<file path="src/lpm_pkg.sv">
package lpm_pkg;

    // Wakeup recovery hold: watchdog-oscillator cycles, then system-clock cycles.
    localparam int unsigned WAKE_OSC_CYCLES = 514;
    localparam int unsigned WAKE_SYS_CYCLES = 16;
    // Width of the recovery counter.
    localparam int unsigned WAKE_CNT_W = 10;
    // Counter value after reset.
    localparam logic [9:0] WAKE_CNT_RESET = 10'h000;
    // Default number of wakeup pins.
    localparam int unsigned WAKE_PINS_DEF = 8;

    // Power states, one-hot.
    typedef enum logic [3:0] {
        ST_RUN = 4'h1,
        ST_IDLE = 4'h2,
        ST_SLEEP = 4'h4,
        ST_RECOVER = 4'h8
    } power_state_t;

    // Requests from the processor core.
    typedef struct packed {
        logic sleep_op;
        logic idle_op;
        logic irq_taken;
    } core_req_t;

    // Reset and time-out causes.
    typedef struct packed {
        logic power_on_reset;
        logic low_supply_reset;
        logic ext_reset;
        logic watchdog_timeout;
        logic watchdog_irq_mode;
    } wake_cause_t;

    // Clock and activity controls toward the rest of the chip.
    typedef struct packed {
        logic xtal_en;
        logic sysclk_en;
        logic core_hold;
        logic periph_idle;
        logic rc_osc_en;
        logic watchdog_run;
    } power_ctl_t;

endpackage

</file>
<file path="src/edge_sync.sv">
`timescale 1ns/1ps
`default_nettype none
// Two-flop synchroniser with change detection on the settled value.
module edge_sync #(
    parameter int unsigned WIDTH = 8
) (
    // Clock and reset.
    input wire logic core_clk_in,
    input wire logic rst_in,
    // Raw pins and result.
    input wire logic [WIDTH-1:0] pin_in,
    output logic [WIDTH-1:0] changed_out
);
    logic [WIDTH-1:0] meta; // First stage, read only by the second.
    logic [WIDTH-1:0] sync; // Settled value.
    logic [WIDTH-1:0] prev; // Last settled value.

    // Sample pins; edges are compared only on settled copies.
    always_ff @(posedge core_clk_in or posedge rst_in) begin
        if (rst_in) begin
            meta <= '0;
            sync <= '0;
            prev <= '0;
            changed_out <= '0;
        end else begin
            meta <= pin_in;
            sync <= meta;
            prev <= sync;
            changed_out <= sync ^ prev;
        end
    end
endmodule
`default_nettype wire

</file>
<file path="src/low_power_mode_control.sv">
`timescale 1ns/1ps
`default_nettype none
module low_power_mode_control #(
    parameter int unsigned WAKE_PINS = lpm_pkg::WAKE_PINS_DEF
) (
    // Clock and reset.
    input wire logic core_clk_in,
    input wire logic rst_in,
    // Recovery timing tick from the watchdog oscillator, already on this clock.
    input wire logic rc_tick_in,
    // Core requests and wake causes.
    input wire lpm_pkg::core_req_t core_req_in,
    input wire lpm_pkg::wake_cause_t cause_in,
    input wire logic watchdog_enabled_in,
    input wire logic irq_enabled_in,
    input wire logic status_clear_in,
    // Wakeup pins and their enables.
    input wire logic [WAKE_PINS-1:0] wake_pin_in,
    input wire logic [WAKE_PINS-1:0] wake_pin_en_in,
    // Power controls and status.
    output lpm_pkg::power_ctl_t power_ctl_out,
    output logic recovery_reset_out,
    output logic wake_flag_out,
    output logic watchdog_irq_out,
    output logic idle_exit_out,
    output lpm_pkg::power_state_t state_out
);
    import lpm_pkg::*;

    power_state_t state; // Current power state.
    power_state_t next_state; // Decoded next state.
    logic [WAKE_CNT_W-1:0] cnt; // Recovery counter.
    logic phase_sys; // High once the oscillator phase is done.
    logic watchdog_run_latched; // Watchdog enable captured at entry.
    logic irq_pending; // Watchdog interrupt owed after recovery.
    logic [WAKE_PINS-1:0] pin_change; // Settled edges on wake pins.

    edge_sync #(.WIDTH(WAKE_PINS)) u_sync (
        .core_clk_in(core_clk_in),
        .rst_in(rst_in),
        .pin_in(wake_pin_in),
        .changed_out(pin_change)
    );

    wire pin_wake = |(pin_change & wake_pin_en_in);
    // Any of the three reset sources counts as one wake cause.
    wire reset_cause = cause_in.power_on_reset | cause_in.low_supply_reset |
                       cause_in.ext_reset;
    // Deep sleep ignores interrupts: with the clock gated there is no core to take them.
    wire sleep_wake = pin_wake | cause_in.watchdog_timeout | reset_cause;
    // Idle wakes on a taken interrupt instead of a pin edge, since the clocks are still running.
    wire idle_wake = core_req_in.irq_taken | cause_in.watchdog_timeout | reset_cause;
    wire osc_done = !phase_sys && rc_tick_in &&
                    cnt == WAKE_CNT_W'(WAKE_OSC_CYCLES - 1);
    wire sys_done = phase_sys && cnt == WAKE_CNT_W'(WAKE_SYS_CYCLES - 1);

    // Next-state decode; the core only reaches low power by its own opcode.
    always_comb begin
        next_state = state;
        case (state)
            ST_RUN: begin
                if (core_req_in.sleep_op) begin
                    next_state = ST_SLEEP;
                end else if (core_req_in.idle_op) begin
                    next_state = ST_IDLE;
                end
            end
            ST_IDLE: begin
                // Clocks never stopped, so no restart delay is needed.
                if (idle_wake) begin
                    next_state = ST_RUN;
                end
            end
            ST_SLEEP: begin
                // Every way out, resets included, goes through recovery.
                if (sleep_wake) begin
                    next_state = ST_RECOVER;
                end
            end
            ST_RECOVER: begin
                if (sys_done) begin
                    next_state = ST_RUN;
                end
            end
            default: begin
                next_state = ST_RUN;
            end
        endcase
    end

    // State, recovery counter and watchdog enable capture.
    always_ff @(posedge core_clk_in or posedge rst_in) begin
        if (rst_in) begin
            state <= ST_RUN;
            cnt <= WAKE_CNT_RESET;
            phase_sys <= 1'b0;
            watchdog_run_latched <= 1'b0;
        end else begin
            state <= next_state;
            if (state != ST_RECOVER) begin
                cnt <= WAKE_CNT_RESET;
                phase_sys <= 1'b0;
            end else if (osc_done) begin
                cnt <= WAKE_CNT_RESET;
                phase_sys <= 1'b1;
            end else if (phase_sys || rc_tick_in) begin
                cnt <= cnt + 1'b1;
            end
            if (state == ST_RUN) begin
                watchdog_run_latched <= watchdog_enabled_in;
            end
        end
    end

    // Status flags; a new set wins over a clear in the same cycle.
    always_ff @(posedge core_clk_in or posedge rst_in) begin
        if (rst_in) begin
            wake_flag_out <= 1'b0;
            irq_pending <= 1'b0;
            watchdog_irq_out <= 1'b0;
            idle_exit_out <= 1'b0;
        end else begin
            if (state == ST_RECOVER && sys_done) begin
                wake_flag_out <= 1'b1;
            end else if (status_clear_in) begin
                wake_flag_out <= 1'b0;
            end
            if (state == ST_SLEEP && cause_in.watchdog_timeout && cause_in.watchdog_irq_mode) begin
                irq_pending <= irq_enabled_in;
            end else if (state == ST_RUN) begin
                irq_pending <= 1'b0;
            end
            watchdog_irq_out <= state == ST_RECOVER && sys_done && irq_pending;
            idle_exit_out <= state == ST_IDLE && idle_wake;
        end
    end

    // Registered power controls derived from the next state.
    always_ff @(posedge core_clk_in or posedge rst_in) begin
        if (rst_in) begin
            power_ctl_out <= '{1'b1, 1'b1, 1'b0, 1'b0, 1'b1, 1'b0};
            recovery_reset_out <= 1'b0;
            state_out <= ST_RUN;
        end else begin
            power_ctl_out.xtal_en <= next_state != ST_SLEEP;
            power_ctl_out.sysclk_en <= next_state != ST_SLEEP;
            power_ctl_out.core_hold <= next_state != ST_RUN;
            power_ctl_out.periph_idle <= next_state == ST_SLEEP ||
                                         next_state == ST_RECOVER;
            power_ctl_out.rc_osc_en <= 1'b1;
            power_ctl_out.watchdog_run <= next_state == ST_RUN ? watchdog_enabled_in
                                          : watchdog_run_latched;
            recovery_reset_out <= next_state == ST_RECOVER;
            state_out <= next_state;
        end
    end

    // Helper for the checks: cycles spent so far in the system-clock phase of recovery.
    // A small counter keeps the phase-length check cheap instead of unrolling a repetition.
    logic [4:0] sys_len;
    always_ff @(posedge core_clk_in or posedge rst_in) begin
        if (rst_in) begin
            sys_len <= 5'h00;
        end else if (state == ST_RECOVER && phase_sys) begin
            sys_len <= sys_len + 5'h01;
        end else begin
            sys_len <= 5'h00;
        end
    end

    a_sleep_clock_off: assert property (@(posedge core_clk_in) disable iff (rst_in)
        state == ST_SLEEP |=> !power_ctl_out.sysclk_en || state != ST_SLEEP)
        else $error("system clock running in deep sleep");
    a_idle_clock_on: assert property (@(posedge core_clk_in) disable iff (rst_in)
        state == ST_IDLE && !idle_wake |=> power_ctl_out.xtal_en && power_ctl_out.core_hold)
        else $error("idle clocks wrong");
    a_idle_periph_run: assert property (@(posedge core_clk_in) disable iff (rst_in)
        state == ST_IDLE |-> !power_ctl_out.periph_idle)
        else $error("peripherals held in idle");
    a_sleep_exit_path: assert property (@(posedge core_clk_in) disable iff (rst_in)
        state == ST_SLEEP |=> state == ST_SLEEP || state == ST_RECOVER)
        else $error("deep sleep left without recovery");
    a_enter_sleep: assert property (@(posedge core_clk_in) disable iff (rst_in)
        state == ST_RUN && core_req_in.sleep_op |=> state == ST_SLEEP)
        else $error("sleep opcode ignored");
    a_enter_idle: assert property (@(posedge core_clk_in) disable iff (rst_in)
        state == ST_RUN && !core_req_in.sleep_op && core_req_in.idle_op |=> state == ST_IDLE)
        else $error("idle opcode ignored");
    a_idle_wake_fast: assert property (@(posedge core_clk_in) disable iff (rst_in)
        state == ST_IDLE && core_req_in.irq_taken |=> state == ST_RUN ##0 idle_exit_out)
        else $error("idle not ended by interrupt");
    // The phase ends after exactly the programmed number of system clocks.
    a_sys_phase_len: assert property (@(posedge core_clk_in) disable iff (rst_in)
        state == ST_RECOVER && phase_sys |=>
            state == ST_RECOVER || sys_len == 5'(WAKE_SYS_CYCLES))
        else $error("system clock phase length wrong");
    a_sys_phase_max: assert property (@(posedge core_clk_in) disable iff (rst_in)
        state == ST_RECOVER |-> sys_len < 5'(WAKE_SYS_CYCLES))
        else $error("system clock phase too long");
    a_recover_reset: assert property (@(posedge core_clk_in) disable iff (rst_in)
        state == ST_RECOVER |-> recovery_reset_out)
        else $error("reset not held during recovery");
    a_wake_flag_set: assert property (@(posedge core_clk_in) disable iff (rst_in)
        state == ST_RECOVER && sys_done |=> wake_flag_out)
        else $error("wakeup flag not set");
    a_pin_wake: assert property (@(posedge core_clk_in) disable iff (rst_in)
        state == ST_SLEEP && pin_wake |=> state == ST_RECOVER)
        else $error("pin edge did not wake");
    a_hold_core: assert property (@(posedge core_clk_in) disable iff (rst_in)
        state != ST_RUN |-> power_ctl_out.core_hold)
        else $error("core running in low power");
endmodule
`default_nettype wire

</file>
<file path="config.mk">
export PLATFORM = sky130hd
export DESIGN_NAME = low_power_mode_control
export DESIGN_NICKNAME = d
export VERILOG_FILES = /design/src/lpm_pkg.sv /design/src/edge_sync.sv /design/src/low_power_mode_control.sv
export SDC_FILE = /design/constraint.sdc
export NUM_CORES = 1
export LEC_CHECK = 0
export BUFFER_PORTS_ARGS = -buffer_cell sky130_fd_sc_hd__buf_4
export CORE_UTILIZATION = 40
export CTS_BUF_LIST = sky130_fd_sc_hd__clkbuf_16
export CTS_CLUSTER_DIAMETER = 80
export DETAILED_ROUTE_END_ITERATION = 10
export GPL_ROUTABILITY_DRIVEN = 1
export PLACE_DENSITY = 0.57
export RECOVER_POWER = 25
export REMOVE_ABC_BUFFERS = 1
export SLEW_MARGIN = 20
export SYNTH_ARGS = -nofsm -noshare
export SYNTH_HDL_FRONTEND = slang
export SYNTH_SLANG_ARGS = --single-unit
</file>
<file path="constraint.sdc">
create_clock -name core_clk_in -period 2.27 [get_ports core_clk_in]
set_input_delay 0.454 -clock core_clk_in [delete_from_list [all_inputs] [get_ports core_clk_in]]
set_output_delay 0.454 -clock core_clk_in [all_outputs]
set_load 0.01 [all_outputs]
</file>
==> results.ini, run 1 <==
[floorplan]
start_util_pct=42.3
die_height_um=75.9
io_pins=44
fp.dieW_um=75.9
rows=26
dieArea_um2=5770
core_region_area_um2=5170

[placement]
port-buffer-count=42
gp_congestion=0.773
hpwl_um=2760

[timing]
slew-limit-headroom_pct=10.9
min_period_ns=1.99
period_share_pct=87.8
finalHoldViolations=0
whs_ns=0.256
finalMaxSlewViolations=0
max_slew.worst_pin.slew_ns=1.34
rsz0062_at_grt=no
fmax_mhz=502
totalNegativeSetupSlack_ns=0
setup_viol=0
finClkSkew_ns=0.00593

[hold_path]
hold_path_class=input pin to register
min_path_cells=1
worst_hold_path.endpoint=u_sync.meta[4]
hp-start=wake_pin_in[4]

[logic_synthesis]
synthCells=172
syn_area_um2=2190
syn_area_per_cell_um2=12.7
ys_warn_count=0
synthArstFlopShare_pct=100
synth-edff-count=0
ys_ff_latch=57
synthFlopType=dfrtp_1
synth.distinct_cells=44
ys_seq_area_share_pct=65.3

[final_layout]
fill_cells=428
layout_common_cells=dfrtp_1 (55), buf_4 (34), nor2_1 (16)
area.sequential_um2=1430
area_delta_synth_final_pct=31.8
multi_input_area_um2=701
nets=255
final_layout_size_suffix_gt1_share_pct=31.1
diodes=0
final_common_cell=dfrtp_1

[worst_setup_path]
crit_type=register to register
r2r_slack_ns=0.28
path_depth=4
critical_path_buf_inv_count=0
startpoint_type=register
crit_path_end_kind=register
arrival_ns=2.18
r2r_end=cnt[3]
critical_path.max_stage_delay_ns=0.59
path_cells=or4_1, nor4_1, nand2b_1, nor2_1
reg2reg_depth=4
r2r-start=cnt[4]
cp_max_fo=10
critPathRequiredTime_ns=2.46
crit_slowest_cell=or4_1
crit_family=simple AND/OR/NAND/NOR gates

[cts]
clk_path_buf_depth=2
cts_setup_buffers=0
ctsHoldBuffers=0
cts_htree_levels=3
clk_latency_ns=0.32
tritoncts=yes
clk_pin_slew_ns=0.05
cts_sinks=57
cts_resized=0
cts_buffers=9
cts-root-buf=clkbuf_16

[routing]
antenna_left=0
viasPerCell=4.87
vias=1452
drt_pass1_iterations=4
wl_um=4050
drcViolationCount=0
wire_per_inst_um=13.6
dr.first_iter.drc_count=152

[power]
power_leakage_nw=1.29
pwr-share-seq_pct=42.5
combPwrFrac_pct=9.3
switching_share_pct=23.5
clkPwrFrac_pct=48.2
p_int_mw=2.20
power.density_nw_per_um2=997
p_sw_mw=0.676
peakVddDrop_mv=0.531

[grt]
gr-usage-all-layers_pct=15.9
grt_pass1_vias=1515
grtUsageMet1_pct=19.2
grt_use_met3_pct=5.30
grt_max_degree=58
grt_overflow_total=0
grt_pass1_wl_um=6890
busiest_layer=met2
antenna_found_initial=0
gr-usage-met2_pct=24.2

[run]
cap_viol_max_count=0

[run_status]
outcome=finished, final reports clean

## sequential cells by signal (all words and copies together), names as in the netlist
name and count:
u_sync.prev 8, cnt 10, watchdog_run_latched 1, state_out 4
u_sync.sync 8, u_sync.meta 8, power_ctl_out 4, irq_pending 1
idle_exit_out 1, phase_sys 1, wake_flag_out 1, watchdog_irq_out 1
recovery_reset_out 1, u_sync.changed_out 8
## cell families after synthesis
kind of cell    after synthesis  synth area share [%]
mux                           1                 0.515
flops                        57                  65.3
simple gates                 61                  16.0
compound gates               22                  7.44
buf+inv                      11                  2.63
fa+ha+maj                     2                  1.14
other cells                   1                 0.171
xor+xnor                     17                  6.81
## through the flow
step / std cells / total power, mW / setup slack, ns / cell area, um2 / util (%)
2_1_floorplan: 168 / 1.40 / 0.420 / 2160 / -
3_3_place_gp: 282 / 1.49 / 0.259 / 2590 / 50.0
3_5_place_dp: 282 / 1.51 / 0.229 / 2590 / 50.0
4_1_cts: 298 / 2.92 / 0.271 / 2900 / 56.0
5_1_grt: 298 / 3.01 / 0.120 / 2880 / 55.7
6_report: 298 / 2.87 / 0.278 / 2880 / 55.7
## area by class of cell
cell class / count / area share (%)
timing repair buffer: 44 / 11.4
multi-input combinational: 104 / 24.3
clock inverter: 7 / 2.99
sequential: 57 / 49.6
tap: 70 / 3.04
inverter: 7 / 0.911
clock buffer: 9 / 7.81
## how the worst max path moves through the flow
stage                      startpoint                to
after floorplan                rst_in            cnt[0]
after global placement    cause_in[1]  power_ctl_out[0]
after detailed placement  cause_in[1]  power_ctl_out[0]
after CTS                      cnt[4]            cnt[3]
after global routing           cnt[4]            cnt[8]
final                          cnt[4]            cnt[3]
## cells in the mapped netlist, types with 2 or more instances
library cell | number | area [um2]
nand4_1 | 4 | 25.0
nand2b_1 | 3 | 18.8
a211oi_1 | 2 | 15.0
or4_1 | 2 | 15.0
nor4_1 | 3 | 18.8
or2_2 | 4 | 25.0
ha_1 | 2 | 25.0
o21ai_0 | 7 | 35.0
xor2_1 | 11 | 96.3
buf_4 | 2 | 15.0
nand4b_1 | 2 | 17.5
nor2b_1 | 2 | 12.5
a22oi_1 | 3 | 22.5
nand3_1 | 2 | 10.0
nor2_1 | 16 | 60.1
o211ai_1 | 2 | 15.0
xnor2_1 | 6 | 52.6
inv_1 | 7 | 26.3
nand2_1 | 10 | 37.5
dfrtp_1 | 55 | 1380
dfstp_2 | 2 | 52.6
nor4b_1 | 3 | 26.3
## layer usage
metal	vias up	share of wire (%)
li1	700	-
met2	46	46
met3	11	5.3
met1	695	46
met5	-	0
met4	0	2.7
## power groups by stage
stage / logic (mW) / registers (mW) / clock network [mW]
2_1_floorplan: 0.186 / 1.21 / 0
3_3_place_gp: 0.262 / 1.23 / 0
3_5_place_dp: 0.275 / 1.24 / 0
4_1_cts: 0.276 / 1.22 / 1.42
5_1_grt: 0.305 / 1.24 / 1.47
6_report: 0.267 / 1.22 / 1.38
No activity file was read; power rests on OpenSTA's default activity.
==> run 2: changes to the inputs <==
--- a/config.mk
+++ b/config.mk
@@ -7,7 +7,6 @@
 export LEC_CHECK = 0
 export BUFFER_PORTS_ARGS = -buffer_cell sky130_fd_sc_hd__buf_4
 export CORE_UTILIZATION = 40
-export CTS_BUF_LIST = sky130_fd_sc_hd__clkbuf_16
 export CTS_CLUSTER_DIAMETER = 80
 export DETAILED_ROUTE_END_ITERATION = 10
 export GPL_ROUTABILITY_DRIVEN = 1
==> run 2 against run 1 <==
Clock-buffer cell count up 3. Hold slack worse by 0.0070 ns. Cell area down 2.8%. Sequential power about the same. Via count down 0.28%. Cell count unchanged. Maximum frequency up 0.29%. Largest cell class unchanged.
==> results.ini, run 2 (synthesis results as in run 1) <==
[worst_setup_path]
arrival_ns=2.18
crit_family=simple AND/OR/NAND/NOR gates
critical_path.max_stage_delay_ns=0.59
cp_max_fo=10
crit_path_end_kind=register
r2r_slack_ns=0.28
critical_path_buf_inv_count=0
path_cells=or4_1, nor4_1, nand2b_1, nor2_1
critPathRequiredTime_ns=2.47
startpoint_type=register
crit_slowest_cell=or4_1
crit_type=register to register

[cts]
cts_setup_buffers=0
cts_resized=0
clk_path_buf_depth=2
clk_pin_slew_ns=0.06
cts_htree_levels=3
cts_sinks=57
tritoncts=yes
clk_latency_ns=0.33
cts-root-buf=clkbuf_8
ctsHoldBuffers=0
cts_buffers=9

[power]
switching_share_pct=24.6
peakVddDrop_mv=0.639
power_leakage_nw=1.25
p_int_mw=1.93
clkPwrFrac_pct=41.9
power.density_nw_per_um2=913
pwr-share-seq_pct=47.7
p_sw_mw=0.630
combPwrFrac_pct=10.4

[timing]
setup_viol=0
finClkSkew_ns=0.0111
fmax_mhz=503
period_share_pct=87.5
whs_ns=0.249
max_slew.worst_pin.slew_ns=1.33
min_period_ns=1.99
rsz0062_at_grt=no
finalHoldViolations=0
finalMaxSlewViolations=0
slew-limit-headroom_pct=11.3
totalNegativeSetupSlack_ns=0

[routing]
drcViolationCount=0
antenna_left=0
drt_pass1_iterations=4
wire_per_inst_um=13.3
wl_um=3960
vias=1448
viasPerCell=4.86
dr.first_iter.drc_count=113

[grt]
grt_max_degree=58
gr-usage-met2_pct=24.7
grt_overflow_total=0
busiest_layer=met2
antenna_found_initial=0
grt_pass1_vias=1530
grtUsageMet1_pct=18.8
grt_pass1_wl_um=6890
gr-usage-all-layers_pct=15.8
grt_use_met3_pct=4.58

[placement]
port-buffer-count=42
dpl_cell_area_um2=2590
placed_cells=282
hpwl_um=2760
gp_congestion=0.773

[final_layout]
final_layout_size_suffix_gt1_share_pct=32.0
diodes=0
largest_reg_flops=10
area_delta_synth_final_pct=28.1
nets=255
top_register=cnt
stdcell_area_um2=2800
final_common_cell=dfrtp_1
layoutNonFillerInstCount=298
fill_cells=438
layout_common_cells=dfrtp_1 (55), buf_4 (34), nor2_1 (16)

[hold_path]
hold_path_class=input pin to register

[floorplan]
fp.dieW_um=75.9
start_util_pct=42.3
io_pins=44
core_region_area_um2=5170
rows=26
die_height_um=75.9
dieArea_um2=5770

[run]
cap_viol_max_count=0

[run_status]
outcome=finished, final reports clean

-- run 2: changes by cell type in the layout (fill, tap and decap cells not counted), sizes merged --
cell	before	now
clkbuf	19	22
inv	8	7
clkinv	2	0
-- run 2: area by class of cell --
cell class                 instances  area (um2)  share of cell area [%]
inverter                           7        26.3                   0.938
clock buffer                      12         155                    5.54
multi-input combinational        104         701                    25.0
sequential                        57        1430                    51.0
clock inverter                     4        75.1                    2.68
timing repair buffer              44         328                    11.7
tap                               70        87.6                    3.13
-- run 2: power groups by stage --
stage | registers (mW) | clock network, mW | logic (mW)
global route | 1.24 | 1.15 | 0.304
finish | 1.22 | 1.07 | 0.266
floorplan | 1.21 | 0 | 0.186
CTS | 1.22 | 1.10 | 0.276
global placement | 1.23 | 0 | 0.262
detailed placement | 1.24 | 0 | 0.275
-- run 2: path summary, 6_finish.rpt --
kind	start	endpoint	cells past startpoint
max	cnt[4]	cnt[3]	4
min	wake_pin_in[2]	u_sync.meta[2]	1
max reg2reg	cnt[4]	cnt[3]	4
min reg2reg	u_sync.meta[3]	u_sync.sync[3]	0
max in group asynchronous	rst_in	u_sync.meta[1]	3
min in group asynchronous	rst_in	u_sync.meta[6]	3
-- run 2: per-stage QoR --
stage | total power [mW] | utilization, % | setup slack (ns)
after floorplan | 1.40 | - | 0.420
after global placement | 1.49 | 50.0 | 0.259
after detailed placement | 1.51 | 50.0 | 0.229
after CTS | 2.60 | 54.5 | 0.273
after global routing | 2.69 | 54.2 | 0.129
final | 2.56 | 54.2 | 0.284
-- run 2: routing by layer --
metal | part of all wire [%] | wire (um)
met3 | 4.5 | 178
met4 | 3.0 | 118
met5 | 0 | 0
met1 | 46 | 1830
met2 | 46 | 1830
